### config.mk
export PLATFORM = sky130hd
export DESIGN_NAME = write_long_same_cdb_decoder
export DESIGN_NICKNAME = d
export VERILOG_FILES = /design/src/verilog/wls_pkg.sv /design/src/verilog/write_long_same_cdb_decoder.sv
export SDC_FILE = /design/constraint.sdc
export NUM_CORES = 1
export LEC_CHECK = 0
export BUFFER_PORTS_ARGS = -buffer_cell sky130_fd_sc_hd__buf_2
export CAP_MARGIN = 20
export CORE_MARGIN = 3
export CORE_UTILIZATION = 32
export CTS_CLUSTER_DIAMETER = 40
export DETAILED_ROUTE_END_ITERATION = 12
export GPL_TIMING_DRIVEN = 0
export PLACE_DENSITY = 0.52
export SYNTH_ARGS = -nofsm -noshare
export SYNTH_HDL_FRONTEND = slang
export SYNTH_SLANG_ARGS = --single-unit
export TNS_END_PERCENT = 100
### constraint.sdc
create_clock -name clk_sys_i -period 9.4 [get_ports clk_sys_i]
set_input_delay 0.47 -clock clk_sys_i [delete_from_list [all_inputs] [get_ports clk_sys_i]]
set_output_delay 0.47 -clock clk_sys_i [all_outputs]
set_load 0.005 [all_outputs]
### src/verilog/wls_pkg.sv
package wls_pkg;

    // ******************************************************
    // Opcodes and CDB layout
    // ******************************************************
    localparam logic [7:0]  OP_LONG16      = 8'h9f;
    localparam logic [4:0]  SA_LONG16      = 5'h11;
    localparam logic [7:0]  OP_SAME10      = 8'h41;
    localparam logic [7:0]  OP_SAME16      = 8'h93;
    localparam logic [7:0]  OP_VARLEN      = 8'h7f;
    localparam logic [7:0]  ADD_LEN_32     = 8'h18;
    localparam logic [15:0] SA_SAME32      = 16'h000d;
    localparam logic [2:0]  PTYPE_TYPE2    = 3'h1;
    localparam int          CDB_BYTES      = 32;

    // ******************************************************
    // Completion codes
    // ******************************************************
    localparam logic [7:0]  ST_GOOD        = 8'h00;
    localparam logic [7:0]  ST_CHECK       = 8'h02;
    localparam logic [3:0]  SK_NONE        = 4'h0;
    localparam logic [3:0]  SK_MEDIUM      = 4'h3;
    localparam logic [3:0]  SK_ILLEGAL     = 4'h5;
    localparam logic [7:0]  ASC_NONE       = 8'h00;
    localparam logic [7:0]  ASC_BAD_FIELD  = 8'h24;
    localparam logic [7:0]  ASC_BAD_OPCODE = 8'h20;
    localparam logic [7:0]  ASC_REF_TAG    = 8'h10;
    localparam logic [7:0]  ASC_MARKED_BAD = 8'h11;

    // ******************************************************
    // Reset values
    // ******************************************************
    localparam logic [63:0] LBA_RST        = 64'h0;
    localparam logic [31:0] CNT_RST        = 32'h0;

    typedef enum logic [2:0] {
        ST_IDLE  = 3'b000,
        ST_CHK   = 3'b001,
        ST_DATA  = 3'b010,
        ST_WRITE = 3'b011,
        ST_DONE  = 3'b100
    } state_e;

    typedef enum logic [1:0] {
        CMD_NONE   = 2'b00,
        CMD_LONG16 = 2'b01,
        CMD_SAME   = 2'b10,
        CMD_SAME32 = 2'b11
    } cmd_e;

    typedef struct packed {
        logic [63:0] lba;
        logic        correction_disable_bit;
        logic        uncor;
        logic        pi_present;
        logic        pi_ref_check;
        logic [31:0] ref_tag;
        logic [15:0] app_tag;
        logic [15:0] app_mask;
    } media_wr_s;

    typedef struct packed {
        logic [7:0]  status;
        logic [3:0]  sense_key;
        logic [7:0]  asc;
        logic        ili;
        logic [31:0] info;
    } completion_s;

    localparam completion_s CPL_RST = '{ST_GOOD, SK_NONE, ASC_NONE,
                                        1'b0, 32'h0};

endpackage : wls_pkg

### src/verilog/write_long_same_cdb_decoder.sv
`timescale 1ns/100ps
`default_nettype none

module write_long_same_cdb_decoder
    import wls_pkg::*;
(
    input  wire  logic                 clk_sys_i,
    input  wire  logic                 reset_n_i,
    input  wire  logic                 cdb_valid_i,
    input  wire  logic [8*CDB_BYTES-1:0] cdb_i,
    input  wire  logic [15:0]          data_len_i,
    input  wire  logic                 data_valid_i,
    input  wire  logic                 protection_enabled_flag_i,
    input  wire  logic [2:0]           prot_type_i,
    input  wire  logic                 application_tag_owner_i,
    input  wire  logic [63:0]          last_lba_i,
    input  wire  logic [31:0]          first_ref_tag_i,
    input  wire  logic                 media_ready_i,
    output logic                       cdb_ready_o,
    output logic                       data_ready_o,
    output logic                       media_wr_o,
    output media_wr_s                  media_req_o,
    output logic                       cache_drop_o,
    output logic                       done_o,
    output completion_s                cpl_o
);
    import wls_pkg::*;

    state_e       state_q;
    cmd_e         cmd_q;
    logic [8*CDB_BYTES-1:0] cdb_q;
    logic [63:0]  lba_q;
    logic [63:0]  remain_q;
    logic         first_q;
    logic [15:0]  dlen_q;

    // Byte n of the CDB, byte 0 in the top lane
    function automatic logic [7:0] cb(input logic [8*CDB_BYTES-1:0] c,
                                      input int n);
        cb = c[8*(CDB_BYTES-1-n) +: 8];
    endfunction : cb

    // ******************************************************
    // Decode
    // ******************************************************
    cmd_e        cmd_d;
    logic        rsvd_bad;
    logic        opc_bad;
    logic [63:0] lba_d;
    logic [63:0] cnt_d;
    logic [15:0] xfer_len;
    logic [7:0]  cdb_b1;
    logic [7:0]  cdb_b10;
    logic        len_bad;
    logic        chk_bad;
    logic        ref_bad;
    logic        last_wr;

    // Flag bytes named, a call result cannot be bit-selected
    assign cdb_b1  = cb(cdb_q, 1);
    assign cdb_b10 = cb(cdb_q, 10);

    always_comb begin
        cmd_d    = CMD_NONE;
        rsvd_bad = 1'b0;
        opc_bad  = 1'b0;
        lba_d    = LBA_RST;
        cnt_d    = 64'h0;
        xfer_len = {cb(cdb_q, 12), cb(cdb_q, 13)};
        if (cb(cdb_q, 0) == OP_LONG16 &&
            cdb_b1[4:0] == SA_LONG16) begin
            cmd_d    = CMD_LONG16;
            lba_d    = {cb(cdb_q, 2), cb(cdb_q, 3), cb(cdb_q, 4), cb(cdb_q, 5),
                        cb(cdb_q, 6), cb(cdb_q, 7), cb(cdb_q, 8), cb(cdb_q, 9)};
            cnt_d    = 64'h1;
            rsvd_bad = cdb_b1[5] || cdb_b10 != 8'h00 ||
                       cb(cdb_q, 11) != 8'h00 || cb(cdb_q, 14) != 8'h00 ||
                       cb(cdb_q, 15) != 8'h00;
        end else if (cb(cdb_q, 0) == OP_SAME10) begin
            cmd_d    = CMD_SAME;
            lba_d    = {32'h0, cb(cdb_q, 2), cb(cdb_q, 3), cb(cdb_q, 4),
                        cb(cdb_q, 5)};
            cnt_d    = {48'h0, cb(cdb_q, 7), cb(cdb_q, 8)};
            rsvd_bad = cdb_b1[4:1] != 4'h0 || cb(cdb_q, 6) != 8'h00 ||
                       cb(cdb_q, 9) != 8'h00;
        end else if (cb(cdb_q, 0) == OP_SAME16) begin
            cmd_d    = CMD_SAME;
            lba_d    = {cb(cdb_q, 2), cb(cdb_q, 3), cb(cdb_q, 4), cb(cdb_q, 5),
                        cb(cdb_q, 6), cb(cdb_q, 7), cb(cdb_q, 8), cb(cdb_q, 9)};
            cnt_d    = {32'h0, cb(cdb_q, 10), cb(cdb_q, 11), cb(cdb_q, 12),
                        cb(cdb_q, 13)};
            rsvd_bad = cdb_b1[4:1] != 4'h0 ||
                       cb(cdb_q, 14) != 8'h00 ||
                       cb(cdb_q, 15) != 8'h00;
        end else if (cb(cdb_q, 0) == OP_VARLEN &&
                     cb(cdb_q, 7) == ADD_LEN_32 &&
                     {cb(cdb_q, 8), cb(cdb_q, 9)} == SA_SAME32) begin
            cmd_d    = CMD_SAME32;
            lba_d    = {cb(cdb_q, 12), cb(cdb_q, 13), cb(cdb_q, 14),
                        cb(cdb_q, 15), cb(cdb_q, 16), cb(cdb_q, 17),
                        cb(cdb_q, 18), cb(cdb_q, 19)};
            cnt_d    = {32'h0, cb(cdb_q, 28), cb(cdb_q, 29), cb(cdb_q, 30),
                        cb(cdb_q, 31)};
            opc_bad  = !(protection_enabled_flag_i &&
                         prot_type_i == PTYPE_TYPE2);
            rsvd_bad = cb(cdb_q, 1) != 8'h00 || cb(cdb_q, 2) != 8'h00 ||
                       cb(cdb_q, 3) != 8'h00 || cb(cdb_q, 4) != 8'h00 ||
                       cb(cdb_q, 5) != 8'h00 || cb(cdb_q, 6) != 8'h00 ||
                       cdb_b10[4:0] != 5'h0 ||
                       cb(cdb_q, 11) != 8'h00;
        end else begin
            opc_bad = 1'b1;
        end
        // Zero count means to the end of the unit
        if (cmd_d != CMD_LONG16 && cnt_d == 64'h0) begin
            cnt_d = 64'(last_lba_i - lba_d + 64'h1);
        end
    end

    // Length judged against the value taken with the CDB
    assign len_bad = cmd_d == CMD_LONG16 && xfer_len != 16'h0 &&
                     xfer_len != dlen_q;
    assign chk_bad = opc_bad || rsvd_bad || len_bad;
    // Ref tag miss ends the command after its first block
    assign ref_bad = cmd_q == CMD_SAME32 && first_q && media_ready_i &&
                     first_ref_tag_i != media_req_o.ref_tag;
    assign last_wr = media_ready_i && (remain_q == 64'h1 || ref_bad);

    // ******************************************************
    // Sequencer
    // ******************************************************
    always_ff @(posedge clk_sys_i or negedge reset_n_i) begin
        if (!reset_n_i) begin
            state_q <= ST_IDLE;
        end else begin
            case (state_q)
                ST_IDLE:  if (cdb_valid_i) state_q <= ST_CHK;
                // CDB check errors finish here, done_o pulses from the check itself
                ST_CHK:   state_q <= chk_bad ? ST_IDLE : ST_DATA;
                ST_DATA:  if (data_valid_i) state_q <= ST_WRITE;
                ST_WRITE: if (last_wr) state_q <= ST_DONE;
                ST_DONE:  state_q <= ST_IDLE;
                default:  state_q <= ST_IDLE;
            endcase
        end
    end

    always_ff @(posedge clk_sys_i or negedge reset_n_i) begin
        if (!reset_n_i) begin
            cdb_q    <= '0;
            cmd_q    <= CMD_NONE;
            lba_q    <= LBA_RST;
            remain_q <= 64'h0;
            first_q  <= 1'b0;
            dlen_q   <= 16'h0;
        end else if (state_q == ST_IDLE && cdb_valid_i) begin
            cdb_q  <= cdb_i;
            dlen_q <= data_len_i;
        end else if (state_q == ST_CHK) begin
            cmd_q    <= cmd_d;
            lba_q    <= lba_d;
            remain_q <= cnt_d;
            first_q  <= 1'b1;
        end else if (state_q == ST_WRITE && media_ready_i) begin
            lba_q    <= lba_q + 64'h1;
            remain_q <= remain_q - 64'h1;
            first_q  <= 1'b0;
        end
    end

    // ******************************************************
    // Outputs
    // ******************************************************
    logic [7:0] b1;
    logic       ato_use;
    assign b1      = (cmd_q == CMD_SAME32) ? cb(cdb_q, 10) : cb(cdb_q, 1);
    assign ato_use = application_tag_owner_i && cmd_q == CMD_SAME32;

    always_ff @(posedge clk_sys_i or negedge reset_n_i) begin
        if (!reset_n_i) begin
            cdb_ready_o  <= 1'b0;
            data_ready_o <= 1'b0;
            media_wr_o   <= 1'b0;
            media_req_o  <= '0;
            cache_drop_o <= 1'b0;
        end else begin
            cdb_ready_o  <= state_q == ST_IDLE && !cdb_valid_i;
            data_ready_o <= state_q == ST_CHK && !chk_bad;
            // Held until the media side accepts; one data block repeats
            media_wr_o   <= (state_q == ST_DATA && data_valid_i) ||
                            (state_q == ST_WRITE && !last_wr);
            cache_drop_o <= state_q == ST_WRITE && last_wr &&
                            cmd_q != CMD_LONG16;
            media_req_o.lba          <= (state_q == ST_WRITE && media_ready_i)
                                        ? lba_q + 64'h1 : lba_q;
            media_req_o.correction_disable_bit      <= cmd_q == CMD_LONG16 && b1[7];
            // Plain long write acts as uncorrectable unless disable is set
            media_req_o.uncor        <= cmd_q == CMD_LONG16 && !b1[7];
            media_req_o.pi_present   <= protection_enabled_flag_i;
            media_req_o.pi_ref_check <= cmd_q == CMD_SAME32 &&
                                        (state_q == ST_DATA ||
                                         (first_q && !media_ready_i));
            media_req_o.ref_tag      <= {cb(cdb_q, 20), cb(cdb_q, 21),
                                         cb(cdb_q, 22), cb(cdb_q, 23)};
            media_req_o.app_tag      <= ato_use ? {cb(cdb_q, 24),
                                         cb(cdb_q, 25)} : 16'h0;
            media_req_o.app_mask     <= ato_use ? {cb(cdb_q, 26),
                                         cb(cdb_q, 27)} : 16'h0;
        end
    end

    always_ff @(posedge clk_sys_i or negedge reset_n_i) begin
        if (!reset_n_i) begin
            done_o <= 1'b0;
            cpl_o  <= CPL_RST;
        end else begin
            done_o <= 1'b0;
            if (state_q == ST_CHK) begin
                done_o <= chk_bad;
                cpl_o  <= CPL_RST;
                if (opc_bad) begin
                    cpl_o <= '{ST_CHECK, SK_ILLEGAL, ASC_BAD_OPCODE,
                               1'b0, 32'h0};
                end else if (rsvd_bad) begin
                    cpl_o <= '{ST_CHECK, SK_ILLEGAL, ASC_BAD_FIELD,
                               1'b0, 32'h0};
                end else if (len_bad) begin
                    cpl_o <= '{ST_CHECK, SK_ILLEGAL, ASC_BAD_FIELD, 1'b1,
                               32'(signed'({1'b0, xfer_len}) -
                                   signed'({1'b0, dlen_q}))};
                end
            end else if (state_q == ST_WRITE && ref_bad) begin
                cpl_o  <= '{ST_CHECK, SK_ILLEGAL, ASC_REF_TAG,
                            1'b0, 32'h0};
            end else if (state_q == ST_DONE) begin
                done_o <= 1'b1;
            end
        end
    end

endmodule : write_long_same_cdb_decoder

`default_nettype wire

==> metrics.md, run 1 <==
| Metric | Value |
|---|---|
| Status | `finished clean` |
| Via/cell ratio | `5.32` |
| Final setup vio count | `0` |
| Die Ht | `310 um` |
| DR iter-0 viols | `between 1500 and 2000` |
| Worst Max-Slew Pin Slew | `between 1 and 1.5 ns` |
| Vias in the first global route | `around 26000` |
| Antenna violations before repair | `36` |
| Final-report max-slew violation count | `0` |
| XOR/XNOR share of the synthesized area | `roughly 6.1%` |
| Post-synthesis adder-cell area fraction | `around 6.2%` |
| Yosys cell types | `88` |
| Setup Fix Bufs, Post-CTS | `0` |
| First-pass GRT wire length | `~170000 um` |
| Synth Area in Compound Gates | `between 10% and 20%` |
| Most common cell after layout, fill and taps aside | `dfrtp_1` |
| RSZ-0062 raised after global routing | `no` |
| Relative slew slack | `around 17%` |
| Core footprint | `around 91000 um^2` |
| Finished Core Util | `41.9%` |
| Yosys Warn Count | `0` |
| CTS clock-pin slew for the worst setup and hold paths | `approximately 0.050 ns` |
| Ys flop type | `dfrtp_1` |
| Reg2reg start | `cdb_q[183]$_DFFE_PN0P_` |
| Gp weighted congestion | `around 0.94` |
| Max H-tree Level | `3` |
| Syn Inst Count | `approximately 2800` |
| DR vias | `approximately 25000` |
| Placed insts | `between 4000 and 5000` |
| Crit path DAT | `approximately 8.4 ns` |
| Sequential area share after synthesis | `between 40% and 50%` |
| TritonCTS buffer count | `slightly below 100` |
| Post-Layout Cell Count | `about 4800` |
| PwrDens | `322 nW/um^2` |
| Dpl hpwl | `97400 um` |
| Number of synthesized flops with an enable pin | `0` |
| M1 WL | `roughly 50000 um` |
| Synth Area in Simple Gates | `12.9%` |
| Top sig layer | `met5` |
| Class of the worst hold path | `in -> reg` |
| CTS tree | `done` |
| Port bufs | `between 500 and 600` |
| Worst ir drop on vdd | `roughly 0.18 mV` |
| Dpl cell area | `around 34000 um^2` |
| Period utilisation layout | `a little over four fifths` |
| CTS Buffer Depth | `3` |
| Worst Hold Launch | `cdb_i[132]` |
| Fillers | `roughly 9000` |
| Antenna Nets Post-Route | `0` |
| Row count | `110` |
| Largest family of logic cells by synthesized area | `compound AO/OA/AOI/OAI gates` |
| Multiplexer share of the synthesized area | `10.1%` |
| DR pass1 iterations | `6` |
| Drt drc | `0` |
| Crit path from | `cdb_q[183]$_DFFE_PN0P_` |
| Final #Nets | `roughly 4000` |
| Congestion Overflow GR | `0` |
| Min cycle time layout | `a little under 8 ns` |
| Root Driver | `clkbuf_16` |
| Area of the die | `96300 um^2` |
| Clock Latency Late Sink | `between 0.6 and 0.7 ns` |
| Endpoint, Worst Hold | `cdb_q[132]$_DFFE_PN0P_` |
| Startpoint Class | `flop` |
| FF+latch count, synth | `approximately 570` |
| Fin area | `38100 um^2` |
| R2R Setup Slk | `1.53 ns` |
| Most frequent cells in the layout | `dfrtp_1 (565), buf_2 (556), mux2_2 (263), nand2_1 (197), a21oi_1 (195)` |
| Initial Utilization | `32.6%` |
| Largest net degree at the start of global routing | `116` |
| Max cap viols | `0` |
| Crit Path Class | `reg -> reg` |
| Global-route usage over all layers | `roughly 25%` |
| Hold Fails Final Rpt | `0` |
| Synth Cell Area | `29600 um^2` |
| Pleak | `between 0.015 and 0.02 uW` |
| Max Clock Freq | `127 MHz` |
| CP Max Fanout | `10` |
| Resized Gates After CTS | `0` |
| Layout cells sized above 1 | `30.0%` |
| Async S/R FF share, synth | `100%` |
| Worst reg-to-reg path cell count | `23` |
| Crit end category | `flop` |
| DR WL met2 | `around 57000 um` |
| Mapped Avg Cell Area | `~11 um^2` |
| Area Overhead vs Synth | `28.6%` |
| Fin Clk Skew | `roughly 0.032 ns` |
| Routed length on met3 | `about 11000 um` |
| Routed WL | `roughly 120000 um` |
| Clock sinks | `between 500 and 600` |
| Hold path depth | `2` |
| DR WL/cell | `between 20 and 30 um` |
| Worst reg2reg path endpoint | `remain_q[56]$_DFFE_PN0P_` |
| IO Pins | `approximately 570` |
| Required time worst endpoint | `~9.9 ns` |
| Die width | `between 300 and 400 um` |
==> report_power, final <==
part	total, uW	internal (uW)	switching, uW
combinational	4000	1810	2190
clock	3660	2330	1330
sequential	4620	3520	1100
total	12300	7660	4620
==> worst max-delay path: stages (launching register included) <==
cell and delay (ns):
dfrtp_1 0.41, or4_1 0.52, nor2_1 0.25, nand2_1 0.13, nor3_1 0.33, clkbuf_1 0.45, clkbuf_1 0.83, buf_1 0.68
a22oi_1 0.42, ha_1 0.40, ha_1 0.27, clkbuf_1 0.20, a21oi_1 0.23, o21ai_0 0.19, a21oi_1 0.17, nor2_1 0.05
or4_1 0.49, a21o_1 0.19, a31oi_1 0.30, o21ai_1 0.23, a311o_1 0.40, a31oi_1 0.19, xor2_1 0.23, o22ai_1 0.12
==> cells by family after synthesis <==
kind of cell | after synthesis
flops | 565
compound gates | 623
xor+xnor | 207
mux | 266
buf+inv | 222
other cells | 1
simple gates | 742
fa+ha+maj | 146
==> state kept, by name (all words and copies together) (netlist names) <==
| name | cells |
|---|---|
| cdb_q | 256 |
| first_q | 1 |
| media_req_o | 132 |
| cmd_q | 2 |
| data_ready_o | 1 |
| cache_drop_o | 1 |
| state_q | 3 |
| done_o | 1 |
| remain_q | 64 |
| cdb_ready_o | 1 |
| dlen_q | 16 |
| cpl_o | 22 |
| lba_q | 64 |
| media_wr_o | 1 |
==> per-layer routing <==
layer	up-vias	GRT usage [%]
li1	11500	-
met1	12600	31.0
met2	972	39.8
met3	268	7.63
met4	28	10.7
met5	-	0
==> cell type report <==
type | count | area (um^2) | area share, %
Multi-Input combinational cell | 1998 | 14600 | 38.2
Sequential cell | 565 | 14100 | 37.1
Timing Repair Buffer | 615 | 3510 | 9.21
Clock buffer | 118 | 2650 | 6.96
Tap cell | 1176 | 1470 | 3.86
Buffer | 163 | 758 | 1.99
Clock inverter | 64 | 749 | 1.97
Inverter | 59 | 221 | 0.581
Antenna cell | 17 | 42.5 | 0.112
==> timing repair <==
action                                  4_1_cts  5_1_grt
endpoints found under the hold margin       170        0
endpoints found under the setup margin        0        0
hold buffers                                 55        0
==> synthesized netlist by cell type, types with 4 or more instances <==
cell      count  area share (%)
and3_1       41            0.87
o22ai_1      27            0.57
nand4_1      48             1.0
nor4_1       48             1.0
nand2b_1     12            0.25
a221o_1      10            0.34
a31oi_1      23            0.49
nor2_1      147             1.9
and4_1        6            0.18
a21o_1       42             1.1
o21bai_1     18            0.46
a211o_1       4            0.12
a22o_1       41             1.2
a21oi_1     195             3.3
o21ai_0     123             2.1
o31ai_1       8            0.20
a211oi_1     14            0.35
xnor2_1     133             3.9
a22oi_1      41             1.0
nor2b_1      16            0.34
inv_1        59            0.75
nand3_1      53            0.90
or3_1         7            0.15
a21boi_0      7            0.18
and2_1       46            0.97
nor3_2        5            0.17
nor3_1       65             1.1
o21a_1        7            0.18
a221oi_1     32            0.95
buf_4        33            0.84
mux2_2      263              10
buf_2         4           0.068
clkbuf_1    114             1.4
xor2_1       74             2.2
o211ai_1      6            0.15
or4_1         9            0.23
ha_1        144             6.1
buf_1         8            0.10
dfrtp_1     565              48
nand3b_1      6            0.15
nand2_1     197             2.5
==> per-stage QoR <==
step,setup TNS [ns],worst slack (ns),hold WS [ns],power [uW]
after floorplan,0,4.01,0.174,6790
after global placement,-2617.74,-4.77,0.352,8540
after detailed placement,0,1.72,0.263,8610
after CTS,0,1.67,0.000160,12300
after global routing,0,1.33,0.0197,12900
final,0,1.53,0.0355,12300
==> worst max path at each step <==
stage	endpoint	slack, ns	depth (start not counted)
6_report	remain_q[56]$_DFFE_PN0P_	1.53	23
5_1_grt	remain_q[62]$_DFFE_PN0P_	1.33	23
4_1_cts	remain_q[56]$_DFFE_PN0P_	1.67	23
3_5_place_dp	remain_q[56]$_DFFE_PN0P_	1.72	23
3_3_place_gp	cdb_q[201]$_DFFE_PN0P_	-4.77	1
2_1_floorplan	remain_q[56]$_DFFE_PN0P_	4.01	23
Power figures use the tool's default switching activity.
==> run 2: changes to the inputs <==
--- a/config.mk
+++ b/config.mk
@@ -5,6 +5,7 @@
 export SDC_FILE = /design/constraint.sdc
 export NUM_CORES = 1
 export LEC_CHECK = 0
+export ABC_AREA = 1
 export BUFFER_PORTS_ARGS = -buffer_cell sky130_fd_sc_hd__buf_2
 export CAP_MARGIN = 20
 export CORE_MARGIN = 3
@@ -12,7 +13,7 @@
 export CTS_CLUSTER_DIAMETER = 40
 export DETAILED_ROUTE_END_ITERATION = 12
 export GPL_TIMING_DRIVEN = 0
-export PLACE_DENSITY = 0.52
+export PLACE_DENSITY = 0.51
 export SYNTH_ARGS = -nofsm -noshare
 export SYNTH_HDL_FRONTEND = slang
 export SYNTH_SLANG_ARGS = --single-unit
==> constraint.sdc (replaced) <==
create_clock -name clk_sys_i -period 7.66 [get_ports clk_sys_i]
set_input_delay 0.383 -clock clk_sys_i [delete_from_list [all_inputs] [get_ports clk_sys_i]]
set_output_delay 0.383 -clock clk_sys_i [all_outputs]
set_load 0.005 [all_outputs]
==> run 2 against run 1 <==
Against the previous run:
- cell area grew 16%
- largest power group is now combinational cells
- clock power up 34%
- synthesized cell count grew 52%
- setup slack improved by 0.15 ns
- sequential power up 8.7%
==> metrics.md, run 2 <==
| Metric | Value |
|---|---|
| Most common cell after layout, fill and taps aside | `nand2_1` |
| Placed insts | `6152` |
| Sequential area share after synthesis | `between 40% and 50%` |
| Crit path DAT | `approximately 6.6 ns` |
| Comb pwr share | `35.0%` |
| Number of synthesized flops with an enable pin | `0` |
| Fillers | `approximately 11000` |
| Die Ht | `328 um` |
| Global-route usage over all layers | `28.9%` |
| Layout cells sized above 1 | `18.8%` |
| Final-report max-slew violation count | `0` |
| Dpl hpwl | `approximately 130000 um` |
| Top cell type's share of synthesized area | `a little over two fifths` |
| Fin area | `between 40000 and 50000 um^2` |
| CTS clock-pin slew for the worst setup and hold paths | `around 0.05 ns` |
| Most used cell, CP | `nand2_1` |
| Via/cell ratio | `about 5.1` |
| Core footprint | `approximately 100000 um^2` |
| DR pass1 iterations | `5` |
| Crit end category | `flop` |
| Biggest regs | `cdb_q: 256 flops, media_req_o: 132 flops` |
| CTS Buffer Depth | `3` |
| Storage cell area | `approximately 14000 um^2` |
| Crit-path slowest cell | `a221oi_1` |
| Worst Max-Slew Pin Slew | `about 1.3 ns` |
| Antenna Nets Post-Route | `0` |
| Max FFs per register | `about 260` |
| Max Clock Freq | `about 170 MHz` |
| Crit path from | `cdb_q[187]$_DFFE_PN0P_` |
| Most instantiated cells after synthesis | `nand2_1 (752), nor2_1 (633), dfrtp_1 (565)` |
| CTS tree | `done` |
| Total internal power | `approximately 9100 uW` |
| Relative slew slack | `between 10% and 20%` |
| Setup Fix Bufs, Post-CTS | `0` |
| Syn Inst Count | `4207` |
| PwrDens | `~340 nW/um^2` |
| TritonCTS buffer count | `slightly above 100` |
| DR WL/cell | `about 24 um` |
| Max H-tree Level | `3` |
| Area of the die | `between 100000 and 150000 um^2` |
| DR vias | `between 30000 and 40000` |
| Hold Fails Final Rpt | `0` |
| Yosys Warn Count | `0` |
| Max cap viols | `0` |
| Net Switching | `just over 6000 uW` |
| Final setup vio count | `0` |
| Yosys top cell by area | `dfrtp_1` |
| CP Max Fanout | `10` |
| FF+latch count, synth | `~570` |
| Congestion Overflow GR | `0` |
| Yosys cell types | `just under 60` |
| CTS hold repair buffers | `~260` |
| Period utilisation layout | `between 70% and 80%` |
| Status | `finished clean` |
| Startpoint Class | `flop` |
| Post-Layout Cell Count | `6613` |
| Switching Fraction | `40.7%` |
| Row count | `117` |
| Routed WL | `between 150000 and 200000 um` |
| Drt drc | `0` |
| Worst ir drop on vdd | `0.217 mV` |
| IO Pins | `between 500 and 600` |
| Gp weighted congestion | `about 1.0` |
| Synth Cell Area | `roughly 33000 um^2` |
| Pleak | `roughly 0.022 uW` |
| Reg2reg start | `cdb_q[187]$_DFFE_PN0P_` |
| Dpl cell area | `37900 um^2` |
| Initial Utilization | `between 30% and 40%` |
| DR iter-0 viols | `2890` |
| Crit Path Class | `reg -> reg` |
| Most common cell in the netlist | `nand2_1` |
| Vias in the first global route | `roughly 34000` |
| Clock Power Share | `about a third` |
| Dpl ws | `between 1.5 and 2 ns` |
| Delay-heaviest family, CP | `simple AND/OR/NAND/NOR gates` |
| Hold slack | `about 0.039 ns` |
| Largest net degree at the start of global routing | `120` |
| Fin Clk Skew | `0.0611 ns` |
| Class of the worst hold path | `in -> reg` |
| Min cycle time layout | `approximately 6 ns` |
| Resized Gates After CTS | `0` |
| Most frequent cells in the layout | `nand2_1 (752), nor2_1 (633), dfrtp_1 (565), buf_2 (559), inv_1 (529)` |
| Clock Latency Late Sink | `0.71 ns` |
| Required time worst endpoint | `just over 8 ns` |
| Port bufs | `between 500 and 600` |
| RSZ-0062 raised after global routing | `no` |
| Die width | `328 um` |
| Worst path max stage delay | `0.87 ns` |
| Area of the multi-input gates | `16400 um^2` |
| Synth area leaders | `dfrtp_1 (43%), nand2_1 (8.5%), nor2_1 (7.2%), inv_1 (6.0%), ha_1 (5.4%)` |
| Biggest register | `cdb_q` |
| Mapped Avg Cell Area | `around 7.9 um^2` |
| First-pass GRT wire length | `roughly 230000 um` |
| Area Overhead vs Synth | `33.4%` |
| WP buf/inv | `4` |
| Worst Hold Launch | `cdb_i[218]` |
| Final worst slack | `approximately 1.7 ns` |
| Async S/R FF share, synth | `between 90% and 100%` |
| Clock sinks | `between 500 and 600` |
| Antenna violations before repair | `15` |
| Ys flop type | `dfrtp_1` |
| Root Driver | `clkbuf_16` |
| Final #Nets | `5671` |
| Seq pwr share | `around a third` |
run 2: cell types whose count changed in the layout (fill, tap and decap cells not counted), sizes merged, moves of 40 or more:
cell,previous run,this run
and3,42,2
o21ai,126,207
a21oi,196,311
nand3,53,251
a22o,41,0
nand2,198,761
dlygate4sd3,55,256
inv,75,548
mux2,263,135
xnor2,133,71
nor2,150,648
and2,47,3
run 2: final timing paths:
kind / endpoint / slack [ns] / depth (start not counted)
setup / recovery: remain_q[29]$_DFFE_PN0P_ / 1.69 / 25
hold / removal: cdb_q[218]$_DFFE_PN0P_ / 0.04 / 3
setup reg to reg: remain_q[29]$_DFFE_PN0P_ / 1.69 / 25
hold reg to reg: media_req_o[36]$_DFF_PN0_ / 0.35 / 0
max in group asynchronous: cdb_q[52]$_DFFE_PN0P_ / 5.33 / 5
min in group asynchronous: media_req_o[116]$_DFF_PN0_ / 0.33 / 2
run 2: layout make-up:
type	count	share of cell area [%]
antenna	8	0.0452
multi-input combinational	2968	36.9
clock inverter	71	2.15
clock buffer	124	6.34
inverter	533	4.52
sequential	565	31.9
timing repair buffer	822	12.6
buffer	154	1.69
tap	1368	3.86
run 2: worst reg2reg max path, stage by stage (launching register included):
cell      delay, ns
dfrtp_1        0.54
nor2_1         0.11
and2_1         0.20
nand2_1        0.11
nor2_4         0.09
nand2_1        0.19
inv_1          0.16
buf_2          0.23
buf_2          0.24
a221oi_1       0.87
ha_1           0.29
ha_1           0.16
inv_1          0.06
fa_1           0.45
o21ai_0        0.64
nand2_1        0.10
nand2_1        0.21
nand2_1        0.07
nand2_1        0.17
nand3_1        0.10
nand2_1        0.20
xor2_1         0.26
nand2_1        0.15
nand3_1        0.10
nand3_1        0.09
nand2_1        0.08
run 2: per-layer routing:
metal  global-route usage, %  vias up  wire length [um]
met1                    38.3    16300             67000
met3                    6.68      285             13500
met4                    10.7       12              6350
met5                       0        -                80
li1                        -    15700                 -
met2                    45.8     1430             71000
run 2: per-stage QoR:
stage | total power [uW] | utilization [%] | setup TNS [ns]
detailed placement | 10200 | 37.1 | 0
floorplan | 7920 | - | 0
global route | 16100 | 43.3 | 0
finish | 15300 | 43.3 | 0
global placement | 10100 | 36.9 | -3575.02
CTS | 15300 | 43.3 | 0
run 2: kinds of logic (layout without fill, tap and decap cells):
| logic type | count (synthesis) | count (layout) | share of synthesized area, % |
|---|---|---|---|
| compound gates | 631 | 631 | 10.3 |
| fa+ha+maj | 146 | 146 | 5.55 |
| buf+inv | 687 | 1704 | 8.30 |
| simple gates | 1879 | 1879 | 24.3 |
| xor+xnor | 163 | 163 | 4.30 |
| other cells | 1 | 22 | 0.0113 |
| flops | 565 | 565 | 42.6 |
| mux | 135 | 135 | 4.58 |
run 2: power by group through the flow:
| stage | logic (uW) | registers [uW] | clock network [uW] |
|---|---|---|---|
| after detailed placement | 5170 | 5030 | 0 |
| final | 5340 | 5020 | 4900 |
| after floorplan | 3260 | 4650 | 0 |
| after global routing | 5860 | 5130 | 5120 |
| after CTS | 5300 | 5000 | 4980 |
| after global placement | 5100 | 5030 | 0 |
